==> src/rtl/baud_pkg.sv <==
// Purpose: shared constants for the serial baud rate generator
// Assumes: apb with 32-bit data, one aligned word per register
// Notes: printed offsets are not all multiples of four, so they are word indices
package baud_pkg;
  // ***********************************
  // register indices and byte addresses
  // ***********************************
  localparam logic [7:0] idx_ext_rx_prescaler = 8'h1d;
  localparam logic [7:0] idx_ext_tx_prescaler = 8'h1e;
  localparam logic [7:0] idx_serial_status = 8'h20;
  localparam logic [7:0] idx_serial_data = 8'h21;
  localparam logic [7:0] idx_baud_rate_select = 8'h22;
  localparam logic [7:0] idx_serial_control_one = 8'h23;
  localparam logic [7:0] idx_serial_control_two = 8'h24;
  localparam logic [9:0] addr_ext_rx_prescaler = {idx_ext_rx_prescaler, 2'b00};
  localparam logic [9:0] addr_ext_tx_prescaler = {idx_ext_tx_prescaler, 2'b00};
  localparam logic [9:0] addr_serial_status = {idx_serial_status, 2'b00};
  localparam logic [9:0] addr_serial_data = {idx_serial_data, 2'b00};
  localparam logic [9:0] addr_baud_rate_select = {idx_baud_rate_select, 2'b00};
  localparam logic [9:0] addr_serial_control_one = {idx_serial_control_one, 2'b00};
  localparam logic [9:0] addr_serial_control_two = {idx_serial_control_two, 2'b00};
  // ***********************************
  // reset values
  // ***********************************
  localparam logic [7:0] rst_ext_prescaler = 8'h00;
  localparam logic [7:0] rst_serial_status = 8'hc0;
  localparam logic [7:0] rst_baud_rate_select = 8'h00;
  localparam logic [7:0] rst_serial_control = 8'h00;
  // ***********************************
  // field positions
  // ***********************************
  localparam int first_prescale_msb = 7;
  localparam int first_prescale_lsb = 6;
  localparam int tx_divisor_msb = 5;
  localparam int tx_divisor_lsb = 3;
  localparam int rx_divisor_msb = 2;
  localparam int rx_divisor_lsb = 0;
  localparam int serial_power_down_bit = 5;
  // ***********************************
  // division constants
  // ***********************************
  localparam logic [3:0] first_prescale_factor_0 = 4'h1;
  localparam logic [3:0] first_prescale_factor_1 = 4'h3;
  localparam logic [3:0] first_prescale_factor_2 = 4'h4;
  localparam logic [3:0] first_prescale_factor_3 = 4'hd;
  localparam logic [4:0] fixed_divide = 5'h10;
  // bus clock 100 MHz; tick pulses are one period wide
  localparam int clock_period_ns = 10;
  localparam logic [7:0] apb_unmapped_read = 8'h00;
endpackage

==> src/rtl/serial_baud_rate_generator.sv <==
// Purpose: baud rate generator of the async serial unit, apb slave
// Assumes: pclk 100 MHz, presetn asynchronous active low
// Notes: rate outputs are one-cycle enables, not clocks
// Summary of operation
// - first prescaler divides by 1, 3, 4, 13
// - conventional tx rate: prescaler times 2^n
// - conventional rx rate: prescaler times 2^n, independent
// - nonzero rx extended factor divides sixteenth clock
// - nonzero tx extended factor divides sixteenth clock
// - separate extended factors, both zero after reset
// - power down halts dividers after current byte
//
// Implementation choice: the APB register port.
`timescale 1ns/10ps
module serial_baud_rate_generator (
  input wire logic pclk,
  input wire logic presetn,
  input wire logic psel,
  input wire logic penable,
  input wire logic pwrite,
  input wire logic [31:0] paddr,
  input wire logic [31:0] pwdata,
  input wire logic [3:0] pstrb,
  output logic [31:0] prdata,
  output logic pready,
  output logic pslverr,
  input wire logic byte_busy,
  input wire logic [7:0] status_in,
  input wire logic [7:0] rx_data_in,
  output logic tx_tick,
  output logic rx_tick,
  output logic data_wr_pulse,
  output logic [7:0] tx_data,
  output logic [7:0] control_one,
  output logic [7:0] control_two,
  output logic halted
);
  // ***********************************
  // register file
  // ***********************************
  logic [7:0] ext_rx_prescaler_ff; // extended rx factor
  logic [7:0] ext_tx_prescaler_ff; // extended tx factor
  logic [7:0] baud_rate_select_ff; // prescaler and divisor codes
  logic [7:0] serial_control_one_ff; // holds power-down bit
  logic [7:0] serial_control_two_ff; // passed to the serial unit
  logic [7:0] tx_data_ff; // last written data byte
  logic data_wr_ff; // data write strobe
  logic [31:0] prdata_ff; // registered read data
  logic pready_ff; // registered ready
  logic pslverr_ff; // registered error
  logic halted_ff; // prescalers stopped
  logic tx_tick_ff; // registered tx enable
  logic rx_tick_ff; // registered rx enable
  logic restart_ff; // divisor register written last cycle

  logic setup; // setup phase of a transfer
  logic [9:0] addr; // word-aligned byte address
  logic wr_ok; // write with low byte lane enabled
  logic mapped; // address hits a register

  // decode of a byte address to a known register
  function automatic logic is_mapped(input logic [9:0] a);
    is_mapped = (a == baud_pkg::addr_ext_rx_prescaler) || (a == baud_pkg::addr_ext_tx_prescaler) ||
                (a == baud_pkg::addr_serial_status) || (a == baud_pkg::addr_serial_data) ||
                (a == baud_pkg::addr_baud_rate_select) || (a == baud_pkg::addr_serial_control_one) ||
                (a == baud_pkg::addr_serial_control_two);
  endfunction

  // accesses are taken in the setup cycle and answered one cycle later
  assign setup = psel && !penable;
  assign addr = {paddr[9:2], 2'b00};
  assign mapped = is_mapped(addr) && (paddr[31:10] == 22'h000000);
  assign wr_ok = setup && pwrite && mapped && pstrb[0];

  // ***********************************
  // apb handshake
  // ***********************************
  // zero wait states: ready rises in the access cycle
  // the write itself lands at the setup edge; the access cycle only reports it
  always_ff @(posedge pclk or negedge presetn) begin
    if (!presetn) begin
      pready_ff <= 1'b0;
      pslverr_ff <= 1'b0;
    end else begin
      pready_ff <= setup;
      pslverr_ff <= setup && !mapped; // unmapped address answers with an error
    end
  end

  // read data captured in the setup cycle
  always_ff @(posedge pclk or negedge presetn) begin
    if (!presetn) begin
      prdata_ff <= 32'h00000000;
    end else if (setup && !pwrite) begin
      case (addr)
        baud_pkg::addr_ext_rx_prescaler: prdata_ff <= {24'h000000, ext_rx_prescaler_ff};
        baud_pkg::addr_ext_tx_prescaler: prdata_ff <= {24'h000000, ext_tx_prescaler_ff};
        baud_pkg::addr_serial_status: prdata_ff <= {24'h000000, status_in};
        baud_pkg::addr_serial_data: prdata_ff <= {24'h000000, rx_data_in};
        baud_pkg::addr_baud_rate_select: prdata_ff <= {24'h000000, baud_rate_select_ff};
        baud_pkg::addr_serial_control_one: prdata_ff <= {24'h000000, serial_control_one_ff};
        baud_pkg::addr_serial_control_two: prdata_ff <= {24'h000000, serial_control_two_ff};
        default: prdata_ff <= {24'h000000, baud_pkg::apb_unmapped_read};
      endcase
    end
  end

  // divisor registers; each write restarts the dividers
  always_ff @(posedge pclk or negedge presetn) begin
    if (!presetn) begin
      ext_rx_prescaler_ff <= baud_pkg::rst_ext_prescaler;
      ext_tx_prescaler_ff <= baud_pkg::rst_ext_prescaler;
      baud_rate_select_ff <= baud_pkg::rst_baud_rate_select;
      restart_ff <= 1'b0;
    end else begin
      restart_ff <= 1'b0;
      if (wr_ok) begin
        case (addr)
          baud_pkg::addr_ext_rx_prescaler: begin
            ext_rx_prescaler_ff <= pwdata[7:0];
            restart_ff <= 1'b1;
          end
          baud_pkg::addr_ext_tx_prescaler: begin
            ext_tx_prescaler_ff <= pwdata[7:0];
            restart_ff <= 1'b1;
          end
          baud_pkg::addr_baud_rate_select: begin
            baud_rate_select_ff <= pwdata[7:0];
            restart_ff <= 1'b1;
          end
          default: restart_ff <= 1'b0;
        endcase
      end
    end
  end

  // control registers and the data byte for the transmitter
  always_ff @(posedge pclk or negedge presetn) begin
    if (!presetn) begin
      serial_control_one_ff <= baud_pkg::rst_serial_control;
      serial_control_two_ff <= baud_pkg::rst_serial_control;
      tx_data_ff <= 8'h00;
      data_wr_ff <= 1'b0;
    end else begin
      data_wr_ff <= wr_ok && (addr == baud_pkg::addr_serial_data);
      if (wr_ok && (addr == baud_pkg::addr_serial_control_one)) begin
        serial_control_one_ff <= pwdata[7:0];
      end
      if (wr_ok && (addr == baud_pkg::addr_serial_control_two)) begin
        serial_control_two_ff <= pwdata[7:0];
      end
      if (wr_ok && (addr == baud_pkg::addr_serial_data)) begin
        tx_data_ff <= pwdata[7:0];
      end
    end
  end

  // ***********************************
  // power down
  // ***********************************
  logic nxt_halted; // halt state after the coming edge

  // the stop waits for the byte in flight, so no frame is cut short
  always_comb begin
    if (!serial_control_one_ff[baud_pkg::serial_power_down_bit]) begin
      nxt_halted = 1'b0;
    end else if (!byte_busy) begin
      nxt_halted = 1'b1;
    end else begin
      nxt_halted = halted_ff; // a halt already taken holds while the bit stays set
    end
  end

  // the tick registers read nxt_halted too, so no tick leaks out on the stopping edge
  always_ff @(posedge pclk or negedge presetn) begin
    if (!presetn) begin
      halted_ff <= 1'b0;
    end else begin
      halted_ff <= nxt_halted;
    end
  end

  // ***********************************
  // divider chain
  // ***********************************
  logic [7:0] first_factor; // 1, 3, 4 or 13
  logic first_tick; // bus clock after the first prescaler
  logic [7:0] conv_taps; // power-of-two taps of the first-prescaler stream
  logic sixteenth_tick; // stream after the fixed divide-by-16
  logic ext_rx_tick; // extended receive rate
  logic ext_tx_tick; // extended transmit rate
  logic [2:0] tx_code; // transmit divisor code
  logic [2:0] rx_code; // receive divisor code
  logic run; // dividers advance

  assign run = !halted_ff;
  assign tx_code = baud_rate_select_ff[baud_pkg::tx_divisor_msb:baud_pkg::tx_divisor_lsb];
  assign rx_code = baud_rate_select_ff[baud_pkg::rx_divisor_msb:baud_pkg::rx_divisor_lsb];

  // prescaler code to factor
  always_comb begin
    case (baud_rate_select_ff[baud_pkg::first_prescale_msb:baud_pkg::first_prescale_lsb])
      2'b00: first_factor = {4'h0, baud_pkg::first_prescale_factor_0};
      2'b01: first_factor = {4'h0, baud_pkg::first_prescale_factor_1};
      2'b10: first_factor = {4'h0, baud_pkg::first_prescale_factor_2};
      2'b11: first_factor = {4'h0, baud_pkg::first_prescale_factor_3};
      default: first_factor = 8'h01;
    endcase
  end

  rate_divider first_div (
    .pclk(pclk),
    .presetn(presetn),
    .restart(restart_ff),
    .en_in(run),
    .divisor(first_factor),
    .tick(first_tick)
  );

  // power-of-two stage shared by both conventional paths
  stage_counter pow2 (
    .pclk(pclk),
    .presetn(presetn),
    .restart(restart_ff),
    .en_in(first_tick && run),
    .count(conv_taps)
  );

  // divide by 2^n: a pulse whenever the low n bits of the count wrap to zero
  // code zero gives an all-zero mask, so every first-stage pulse passes
  function automatic logic pow2_hit(input logic [7:0] taps, input logic [2:0] code);
    logic [7:0] mask;
    mask = 8'hff >> (4'h8 - {1'b0, code});
    pow2_hit = ((taps & mask) == 8'h00);
  endfunction

  // fixed divide-by-16 after the first prescaler feeds the extended paths
  rate_divider sixteen_div (
    .pclk(pclk),
    .presetn(presetn),
    .restart(restart_ff),
    .en_in(first_tick && run),
    .divisor({3'b000, baud_pkg::fixed_divide}),
    .tick(sixteenth_tick)
  );

  rate_divider ext_rx_div (
    .pclk(pclk),
    .presetn(presetn),
    .restart(restart_ff),
    .en_in(sixteenth_tick && run),
    .divisor(ext_rx_prescaler_ff),
    .tick(ext_rx_tick)
  );

  rate_divider ext_tx_div (
    .pclk(pclk),
    .presetn(presetn),
    .restart(restart_ff),
    .en_in(sixteenth_tick && run),
    .divisor(ext_tx_prescaler_ff),
    .tick(ext_tx_tick)
  );

  // ***********************************
  // rate selection
  // ***********************************
  // conventional taps act one pulse after the count lands, which keeps the output registered
  // a restart or a coming halt silences both outputs at that edge
  always_ff @(posedge pclk or negedge presetn) begin
    if (!presetn) begin
      tx_tick_ff <= 1'b0;
      rx_tick_ff <= 1'b0;
    end else if (restart_ff || nxt_halted) begin
      tx_tick_ff <= 1'b0;
      rx_tick_ff <= 1'b0;
    end else begin
      if (ext_tx_prescaler_ff != 8'h00) begin
        tx_tick_ff <= ext_tx_tick;
      end else begin
        tx_tick_ff <= first_tick && pow2_hit(conv_taps, tx_code);
      end
      if (ext_rx_prescaler_ff != 8'h00) begin
        rx_tick_ff <= ext_rx_tick;
      end else begin
        rx_tick_ff <= first_tick && pow2_hit(conv_taps, rx_code);
      end
    end
  end

  // ***********************************
  // outputs
  // ***********************************
  assign prdata = prdata_ff;
  assign pready = pready_ff;
  assign pslverr = pslverr_ff;
  assign tx_tick = tx_tick_ff;
  assign rx_tick = rx_tick_ff;
  assign data_wr_pulse = data_wr_ff;
  assign tx_data = tx_data_ff;
  assign control_one = serial_control_one_ff;
  assign control_two = serial_control_two_ff;
  assign halted = halted_ff;
endmodule

==> src/rtl/rate_divider.sv <==
// Purpose: divide a stream of enable pulses by a programmable count
// Assumes: en_in is a one-cycle pulse in the pclk domain
// Notes: divisor zero is treated as one; restart clears the count
`timescale 1ns/10ps
module rate_divider (
  input wire logic pclk,
  input wire logic presetn,
  input wire logic restart,
  input wire logic en_in,
  input wire logic [7:0] divisor,
  output logic tick
);
  logic [7:0] count_ff; // pulses seen since last tick
  logic tick_ff; // registered output pulse
  logic [7:0] last_count; // terminal value of the count

  // a zero divisor would never end the count, so treat it as one
  assign last_count = (divisor == 8'h00) ? 8'h00 : divisor - 8'h01;

  // ***********************************
  // counter
  // ***********************************
  // counts input pulses and wraps at the divisor
  always_ff @(posedge pclk or negedge presetn) begin
    if (!presetn) begin
      count_ff <= 8'h00;
    end else if (restart) begin
      count_ff <= 8'h00;
    end else if (en_in) begin
      if (count_ff >= last_count) begin
        count_ff <= 8'h00;
      end else begin
        count_ff <= count_ff + 8'h01;
      end
    end
  end

  // tick issued on the wrapping input pulse
  always_ff @(posedge pclk or negedge presetn) begin
    if (!presetn) begin
      tick_ff <= 1'b0;
    end else begin
      tick_ff <= en_in && !restart && (count_ff >= last_count);
    end
  end

  assign tick = tick_ff;
endmodule

==> src/rtl/stage_counter.sv <==
// Purpose: free counter turning a pulse stream into binary taps
// Assumes: en_in is a one-cycle pulse in the pclk domain
// Notes: bit k of the count toggles every 2^k input pulses
`timescale 1ns/10ps
module stage_counter (
  input wire logic pclk,
  input wire logic presetn,
  input wire logic restart,
  input wire logic en_in,
  output logic [7:0] count
);
  logic [7:0] count_ff; // running count of input pulses

  // ***********************************
  // counter
  // ***********************************
  // wraps naturally at 256, so every power-of-two tap is periodic
  always_ff @(posedge pclk or negedge presetn) begin
    if (!presetn) begin
      count_ff <= 8'h00;
    end else if (restart) begin
      count_ff <= 8'h00;
    end else if (en_in) begin
      count_ff <= count_ff + 8'h01;
    end
  end

  assign count = count_ff;
endmodule

==> config.mk <==
export PLATFORM = sky130hd
export DESIGN_NAME = serial_baud_rate_generator
export DESIGN_NICKNAME = d
export VERILOG_FILES = /design/src/rtl/baud_pkg.sv /design/src/rtl/serial_baud_rate_generator.sv /design/src/rtl/rate_divider.sv /design/src/rtl/stage_counter.sv
export SDC_FILE = /design/constraint.sdc
export NUM_CORES = 1
export LEC_CHECK = 0
export BUFFER_PORTS_ARGS = -buffer_cell sky130_fd_sc_hd__buf_2
export CORE_MARGIN = 2
export CORE_UTILIZATION = 58
export CTS_CLUSTER_SIZE = 8
export DETAILED_ROUTE_END_ITERATION = 7
export PLACE_DENSITY_LB_ADDON = 0.05
export SLEW_MARGIN = 20
export SYNTH_ARGS = -nofsm -noshare
export SYNTH_HDL_FRONTEND = slang
export SYNTH_SLANG_ARGS = --single-unit
==> constraint.sdc <==
create_clock -name pclk -period 9.2 [get_ports pclk]
set_input_delay 0.92 -clock pclk [delete_from_list [all_inputs] [get_ports pclk]]
set_output_delay 0.92 -clock pclk [all_outputs]
set_load 0.005 [all_outputs]
==> impl_table.tex, run 1 <==
\begin{tabular}{lr}
\hline
Metric & Value \\
\hline
\multicolumn{2}{l}{\textbf{Status}} \\
\quad Run status & finished, final reports clean \\
\multicolumn{2}{l}{\textbf{Clock tree}} \\
\quad Post-CTS sizing & 0 \\
\quad Clk slew on worst S/H paths & 0.11 ns \\
\quad Setup fix buffers added after clock tree synthesis & 0 \\
\quad CTS Hold Buffers Added & 0 \\
\quad Clock latency reported for the late side of the worst-skew pair & 0.40 ns \\
\quad Clock buffer depth & 2 \\
\quad Num CTS Buffers & 9 \\
\quad Root Driver & sky130\_fd\_sc\_hd\_\_clkbuf\_8 \\
\quad H-tree depth & 3 \\
\quad TritonCTS clock tree & built \\
\quad Clk sink count & 107 \\
\multicolumn{2}{l}{\textbf{Yosys}} \\
\quad Number of instances in the synthesized netlist & 581 \\
\quad Synthesized area per cell & 10.49 um2 \\
\quad Top-count cell post-synth & sky130\_fd\_sc\_hd\_\_dfrtp\_1 \\
\quad Biggest area consumer among synthesized cells & sky130\_fd\_sc\_hd\_\_dfrtp\_1 \\
\quad Warning count from the yosys run & 0 \\
\quad Fraction of the yosys area taken by sequential cells & 0.4392 \\
\quad EDFF count, synth & 0 \\
\quad Synth area leaders & sky130\_fd\_sc\_hd\_\_dfrtp\_1 44\%, sky130\_fd\_sc\_hd\_\_mux2\_2 8.9\%, sky130\_fd\_sc\_hd\_\_ha\_1 6.8\% \\
\quad Most frequently used flop master after synthesis & sky130\_fd\_sc\_hd\_\_dfrtp\_1 \\
\quad Post-synthesis instance area & 6096 um2 \\
\quad Synth cell count leaders & 107 x sky130\_fd\_sc\_hd\_\_dfrtp\_1, 48 x sky130\_fd\_sc\_hd\_\_mux2\_2, 43 x sky130\_fd\_sc\_hd\_\_nor2\_1 \\
\quad Unique masters post-synth & 61 \\
\quad Share of Yosys cell area claimed by the top area cell type & 0.4392 \\
\quad Synthesis-stage register bit count & 107 \\
\quad Share of flip-flops with an asynchronous set or reset after synthesis & 1.000 \\
\multicolumn{2}{l}{\textbf{Finish}} \\
\quad Layout-stage area growth over the synthesis result & 11.58\% \\
\quad Post-Route Utilization & 0.6618 \\
\quad Seq. cell area & 2678 um2 \\
\quad Net count, final & 797 \\
\quad Share of layout cells above drive strength 1 & 0.2651 \\
\quad Ant diodes & 0 \\
\quad Fill cell instance count of the final layout & 863 \\
\quad Finished Cell Area & 6802 um2 \\
\quad Multi-input gate area in the final layout & 3179 um2 \\
\multicolumn{2}{l}{\textbf{Routing}} \\
\quad Routed via count & 4,750 \\
\quad Ratio of routed vias to standard cells & 5.828 \\
\quad Post-route antenna net violation count & 0 \\
\quad WL per Instance & 17.37 um \\
\quad Aggregate routed wire length & 14.16 mm \\
\quad \# DRC & 0 \\
\quad Violation count after the first detailed-routing iteration & 315 \\
\quad Detailed-routing iteration count for the pre-antenna-repair pass & 5 \\
\multicolumn{2}{l}{\textbf{Setup path}} \\
\quad Data arrival time at the worst-slack endpoint & 3.91 ns \\
\quad WP buf/inv & 1 \\
\quad Class of the most critical setup path & register to register \\
\quad CP top delay family & simple AND/OR/NAND/NOR gates \\
\quad Worst Path Required & 9.50 ns \\
\quad Crit start category & register \\
\quad Slowest library cell on the worst path & sky130\_fd\_sc\_hd\_\_nor4b\_1 \\
\quad List of cells traversed by the critical path & inv\_1 > ha\_1 > nor4b\_1 > nand2\_1 > nand2\_1 > ha\_1 > or3\_1 > a21oi\_1 > o311ai\_1 > or3\_1 > o21ai\_0 \\
\quad Max stage delay on crit path & 0.72 ns \\
\quad Worst Setup End Kind & register \\
\quad Biggest fanout along the worst timing path & 7 \\
\multicolumn{2}{l}{\textbf{GRT}} \\
\quad Total track usage & 0.2624 \\
\quad Routing usage on met3 & 0.05947 \\
\quad GRT Residual Overflow & 0 \\
\quad Global routing met2 resource utilization & 0.4245 \\
\quad Top Usage Layer GRT & met2 \\
\quad Number of antenna violations at the first check in global routing & 0 \\
\quad Vias in the first global route & 4,603 \\
\quad Pin count of the biggest net entering global routing & 84 \\
\quad Global-route wire length before repair & 23.00 mm \\
\quad Met1 layer usage reported by global route & 0.3604 \\
\multicolumn{2}{l}{\textbf{Floorplan}} \\
\quad Top-Level Pins & 152 \\
\quad Num rows & 37 \\
\quad CORE AREA & 10,280 um2 \\
\quad Die X-Extent & 106.5 um \\
\quad Overall die area & 11,350 um2 \\
\quad Starting density of the core & 0.5931 \\
\quad Chip Height & 106.5 um \\
\multicolumn{2}{l}{\textbf{STA}} \\
\quad TNS Setup & 0 ns \\
\quad Number of max-slew violations in the final report & 0 \\
\quad Period minus WS final & 3.616 ns \\
\quad Relative slew slack & 0.3257 \\
\quad Worst path setup slack after routing & 5.584 ns \\
\quad Actual slew at the worst max-slew pin & 1.009 ns \\
\quad Post-route clock skew & 0.01997 ns \\
\quad Period utilization & 0.3931 \\
\quad Fmax & 0.2765 GHz \\
\quad Number of hold violations in the final report & 0 \\
\quad Endpoints failing setup & 0 \\
\quad Setup repair after global routing missed its margin & no \\
\multicolumn{2}{l}{\textbf{Flow run}} \\
\quad Max cap viols & 0 \\
\multicolumn{2}{l}{\textbf{Placement}} \\
\quad RD Place Congestion & 0.9095 \\
\quad Port Buffers & 98 \\
\quad Post-Place Cell Area & 6603 um2 \\
\quad DP Wirelength & 10.55 mm \\
\quad Worst setup slack after placement & 5.671 ns \\
\multicolumn{2}{l}{\textbf{Worst hold path}} \\
\quad Min-delay worst type & input port to async pin \\
\multicolumn{2}{l}{\textbf{Power}} \\
\quad Static leakage power & 3.363 nW \\
\quad Power per Cell Area & 121.1 nW/um2 \\
\quad Max rail drop VDD & 0.0001263 V \\
\quad Overall power after layout & 0.8234 mW \\
\hline
\end{tabular}
## final cells by class
type                    count  area share
flip-flops and latches    107      0.3937
clock buffers              10     0.01876
inverters                  20     0.01104
multi-input cells         437      0.4674
clock inverters             6    0.009934
repair buffers             99     0.07414
well taps                 136     0.02502
## per-layer routing
metal | routed length, um | vias to the layer above
met1 | 6085 | 2343
met4 | 256 | 0
met3 | 739 | 22
met2 | 7079 | 133
li1 | - | 2252
met5 | 0 | -
## metrics by stage
step	hold WS, ns	cells
floorplan	0.4421	604
global placement	0.4556	799
detailed placement	0.4649	799
CTS	0.4086	815
global route	0.4137	815
finish	0.4086	815
## layout by cell type (no fill, tap or decap), drive strengths merged, types with 6 or more instances in the layout
| cell type | instances |
|---|---|
| dfrtp | 107 |
| buf | 99 |
| mux2 | 50 |
| nor2 | 44 |
| nand2 | 39 |
| ha | 33 |
| conb | 24 |
| a21oi | 24 |
| inv | 22 |
| nand3 | 19 |
| o21ai | 16 |
| nor3 | 15 |
| or3 | 12 |
| xor2 | 12 |
| a22oi | 11 |
| nor2b | 10 |
| nand2b | 10 |
| clkbuf | 10 |
| nor4 | 10 |
| a31oi | 9 |
| and2 | 8 |
| a22o | 7 |
| mux2i | 6 |
| or2 | 6 |
## kinds of logic (layout without fill, tap and decap cells)
| logic type | after synthesis | after routing | share of synthesized area |
|---|---|---|---|
| AND/OR/NAND/NOR | 198 | 198 | 0.1771 |
| flip-flops | 107 | 107 | 0.4392 |
| AO/OA/AOI/OAI | 104 | 104 | 0.1151 |
| multiplexers | 61 | 61 | 0.1207 |
| buffers and inverters | 60 | 135 | 0.05501 |
| adder cells (fa/ha/maj) | 33 | 33 | 0.06773 |
| XOR/XNOR | 17 | 17 | 0.02442 |
| other | 1 | 24 | 0.0006152 |
## flip-flops by register name, indices dropped and copies added, names as in the netlist, 8 cells and up
name	cells
ext_tx_prescaler_ff	8
tx_data	8
ext_rx_div.count_ff	8
ext_rx_prescaler_ff	8
control_two	8
pow2.count	8
prdata	8
control_one	8
baud_rate_select_ff	8
sixteen_div.count_ff	8
ext_tx_div.count_ff	8
first_div.count_ff	8
## final timing paths
path / slack [ns] / endpoint / cells past startpoint / from
max: 5.58 / ext_tx_div.count_ff[6] / 11 / ext_tx_prescaler_ff[0]
min: 0.41 / ext_tx_div.count_ff[1] / 1 / presetn
max reg2reg: 5.58 / ext_tx_div.count_ff[6] / 11 / ext_tx_prescaler_ff[0]
min reg2reg: 0.50 / first_div.count_ff[7] / 1 / first_div.count_ff[7]
max in group asynchronous: 7.77 / ext_rx_prescaler_ff[4] / 2 / presetn
min in group pclk: 0.50 / first_div.count_ff[7] / 1 / first_div.count_ff[7]
## power breakdown
group          internal (mW)  switching (mW)  leakage [nW]
registers              0.476         0.00370          1.45
clock network          0.106           0.181        0.0970
logic                 0.0223          0.0347          1.82
total                  0.604           0.219          3.36
Power figures use the tool's default switching activity.
==> run 2, diff against run 1 <==
- CORE_UTILIZATION: 58 -> 54
- clock period: 9.2 -> 3.4 ns (I/O delays scaled with it)
==> impl_table.tex, run 2 (synthesis results as in run 1) <==
\begin{tabular}{lr}
\hline
Metric & Value \\
\hline
\multicolumn{2}{l}{\textbf{Setup path}} \\
\quad Class of the most critical setup path & register to register (unchanged) \\
\quad Worst Setup End Kind & register (unchanged) \\
\quad Data arrival time at the worst-slack endpoint & 3.43 ns (was 3.91 ns) \\
\quad Worst Path Required & 3.67 ns (was 9.50 ns) \\
\quad Crit start category & register (unchanged) \\
\quad Logic depth of the worst register-to-register path & 12 (was 11) \\
\quad Worst-case register-to-register setup slack & 0.24 ns (was 5.58 ns) \\
\quad Biggest fanout along the worst timing path & 7 (unchanged) \\
\multicolumn{2}{l}{\textbf{Finish}} \\
\quad Share of layout cells above drive strength 1 & 0.2669 (was 0.2651) \\
\quad Ant diodes & 0 (unchanged) \\
\quad Seq. cell area & 2678 um2 (unchanged) \\
\quad Multi-input gate area in the final layout & 3169 um2 (was 3179 um2) \\
\quad Layout-stage area growth over the synthesis result & 13.36\% (was 11.58\%) \\
\quad Most frequent standard cell in the layout excluding fill and tap cells & sky130\_fd\_sc\_hd\_\_dfrtp\_1 (unchanged) \\
\quad Commonest non-fill, non-tap cells in the layout & 107 x sky130\_fd\_sc\_hd\_\_dfrtp\_1, 97 x sky130\_fd\_sc\_hd\_\_buf\_2, 48 x sky130\_fd\_sc\_hd\_\_mux2\_2 (unchanged) \\
\quad Fill cell instance count of the final layout & 966 (was 863) \\
\quad Net count, final & 801 (was 797) \\
\multicolumn{2}{l}{\textbf{Floorplan}} \\
\quad Top-Level Pins & 152 (unchanged) \\
\quad Die X-Extent & 110.2 um (was 106.5 um) \\
\quad Starting density of the core & 0.5574 (was 0.5931) \\
\quad Overall die area & 12,150 um2 (was 11,350 um2) \\
\quad CORE AREA & 10,940 um2 (was 10,280 um2) \\
\quad Chip Height & 110.2 um (was 106.5 um) \\
\quad Num rows & 38 (was 37) \\
\multicolumn{2}{l}{\textbf{STA}} \\
\quad Number of hold violations in the final report & 0 (unchanged) \\
\quad Setup repair after global routing missed its margin & no (unchanged) \\
\quad Number of max-slew violations in the final report & 0 (unchanged) \\
\quad Period minus WS final & 3.162 ns (was 3.616 ns) \\
\quad TNS Setup & 0 ns (unchanged) \\
\quad Worst path setup slack after routing & 0.2381 ns (was 5.584 ns) \\
\quad Post-route clock skew & 0.008625 ns (was 0.01997 ns) \\
\quad Period utilization & 0.9300 (was 0.3931) \\
\quad Actual slew at the worst max-slew pin & 0.9840 ns (was 1.009 ns) \\
\quad Endpoints failing setup & 0 (unchanged) \\
\quad Fmax & 0.3163 GHz (was 0.2765 GHz) \\
\quad Relative slew slack & 0.3427 (was 0.3257) \\
\multicolumn{2}{l}{\textbf{Clock tree}} \\
\quad TritonCTS clock tree & built (unchanged) \\
\quad CTS Hold Buffers Added & 0 (unchanged) \\
\quad Root Driver & sky130\_fd\_sc\_hd\_\_clkbuf\_16 (was sky130\_fd\_sc\_hd\_\_clkbuf\_8) \\
\quad H-tree depth & 3 (unchanged) \\
\quad Setup fix buffers added after clock tree synthesis & 0 (unchanged) \\
\quad Clock buffer depth & 2 (unchanged) \\
\quad Clk sink count & 107 (unchanged) \\
\quad Post-CTS sizing & 0 (unchanged) \\
\quad Num CTS Buffers & 9 (unchanged) \\
\quad Clock latency reported for the late side of the worst-skew pair & 0.36 ns (was 0.40 ns) \\
\quad Clk slew on worst S/H paths & 0.07 ns (was 0.11 ns) \\
\multicolumn{2}{l}{\textbf{Routing}} \\
\quad Routed via count & 4,789 (was 4,750) \\
\quad Detailed-routing iteration count for the pre-antenna-repair pass & 4 (was 5) \\
\quad WL per Instance & 17.78 um (was 17.37 um) \\
\quad Violation count after the first detailed-routing iteration & 412 (was 315) \\
\quad Post-route antenna net violation count & 0 (unchanged) \\
\quad Ratio of routed vias to standard cells & 5.826 (was 5.828) \\
\quad Aggregate routed wire length & 14.62 mm (was 14.16 mm) \\
\quad \# DRC & 0 (unchanged) \\
\multicolumn{2}{l}{\textbf{Placement}} \\
\quad Worst setup slack after placement & 0.2639 ns (was 5.671 ns) \\
\quad DP Wirelength & 10.95 mm (was 10.55 mm) \\
\quad RD Place Congestion & 0.9392 (was 0.9095) \\
\quad Port Buffers & 98 (unchanged) \\
\multicolumn{2}{l}{\textbf{Power}} \\
\quad Static leakage power & 3.418 nW (was 3.363 nW) \\
\quad Power per Cell Area & 357.8 nW/um2 (was 121.1 nW/um2) \\
\quad Max rail drop VDD & 0.0004913 V (was 0.0001263 V) \\
\multicolumn{2}{l}{\textbf{GRT}} \\
\quad Vias in the first global route & 4,584 (was 4,603) \\
\quad Pin count of the biggest net entering global routing & 61 (was 84) \\
\quad Total track usage & 0.2529 (was 0.2624) \\
\quad GRT Residual Overflow & 0 (unchanged) \\
\quad Global-route wire length before repair & 23.15 mm (was 23.00 mm) \\
\quad Number of antenna violations at the first check in global routing & 0 (unchanged) \\
\multicolumn{2}{l}{\textbf{Status}} \\
\quad Run status & finished, final reports clean (unchanged) \\
\multicolumn{2}{l}{\textbf{Flow run}} \\
\quad Max cap viols & 0 (unchanged) \\
\multicolumn{2}{l}{\textbf{Worst hold path}} \\
\quad Min-delay worst type & input port to async pin (unchanged) \\
\hline
\end{tabular}
run 2: cell types whose count changed in the layout (fill, tap and decap cells not counted), moves of 2 or more:
| cell | before | now |
|---|---|---|
| sky130_fd_sc_hd__inv_8 | 0 | 3 |
| sky130_fd_sc_hd__clkinvlp_4 | 0 | 2 |
| sky130_fd_sc_hd__buf_4 | 1 | 6 |
| sky130_fd_sc_hd__clkinv_8 | 2 | 0 |
| sky130_fd_sc_hd__clkbuf_8 | 9 | 0 |
| sky130_fd_sc_hd__clkbuf_16 | 0 | 9 |
| sky130_fd_sc_hd__inv_6 | 2 | 0 |
run 2: final cells by class:
type	instances	share of cell area
flip-flops and latches	107	0.3875
clock buffers	9	0.03259
clock inverters	6	0.008329
repair buffers	103	0.07677
multi-input cells	437	0.4586
well taps	140	0.02535
inverters	20	0.01086
run 2: worst paths after layout:
check,to,startpoint
worst max-delay path,ext_tx_div.count_ff[6],ext_tx_prescaler_ff[0]
worst min register to register,sixteen_div.count_ff[3],sixteen_div.count_ff[3]
max in group asynchronous,pow2.count[0],presetn
worst max register to register,ext_tx_div.count_ff[6],ext_tx_prescaler_ff[0]
worst min-delay path,ext_tx_div.count_ff[4],presetn
min in group pclk,pready,penable
run 2: metrics by stage:
step / area [um2] / instances / hold WS [ns] / util / power, mW
finish: 6910 / 822 / 0.05406 / 0.6319 / 2.472
global route: 6910 / 822 / 0.1140 / 0.6319 / 2.566
CTS: 6910 / 822 / 0.08775 / 0.6319 / 2.497
detailed placement: 6628 / 807 / 0.4729 / 0.6061 / 1.479
global placement: 6628 / 807 / 0.4572 / 0.6061 / 1.476
floorplan: 6182 / 604 / 0.04441 / - / 1.399
run 2: worst max-delay path, cell delays in order (launching register included):
cell and delay [ns]:
sky130_fd_sc_hd__dfrtp_1 0.40, sky130_fd_sc_hd__inv_1 0.10, sky130_fd_sc_hd__ha_1 0.24, sky130_fd_sc_hd__nor4b_1 0.15, sky130_fd_sc_hd__buf_4 0.16, sky130_fd_sc_hd__nand2_1 0.18, sky130_fd_sc_hd__o21ai_0 0.16, sky130_fd_sc_hd__ha_1 0.22
sky130_fd_sc_hd__or4_1 0.50, sky130_fd_sc_hd__a21oi_1 0.23, sky130_fd_sc_hd__o311ai_1 0.26, sky130_fd_sc_hd__or3_1 0.40, sky130_fd_sc_hd__o21ai_0 0.08
run 2: per-layer routing:
layer,wire length (um),global-route usage,vias up,part of all wire
met4,175,0.05089,0,0.012
met2,7387,0.4167,130,0.51
met1,6389,0.3454,2388,0.44
met3,665,0.05703,16,0.045
li1,-,-,2255,-
met5,0,0,-,0
run 2: power breakdown:
group          leakage (nW)  internal, mW  total [mW]  switching, mW
logic                  1.84        0.0608       0.155         0.0944
clock network         0.133         0.510        1.02          0.510
registers              1.45          1.29        1.30        0.00931
total                  3.42          1.86        2.47          0.614
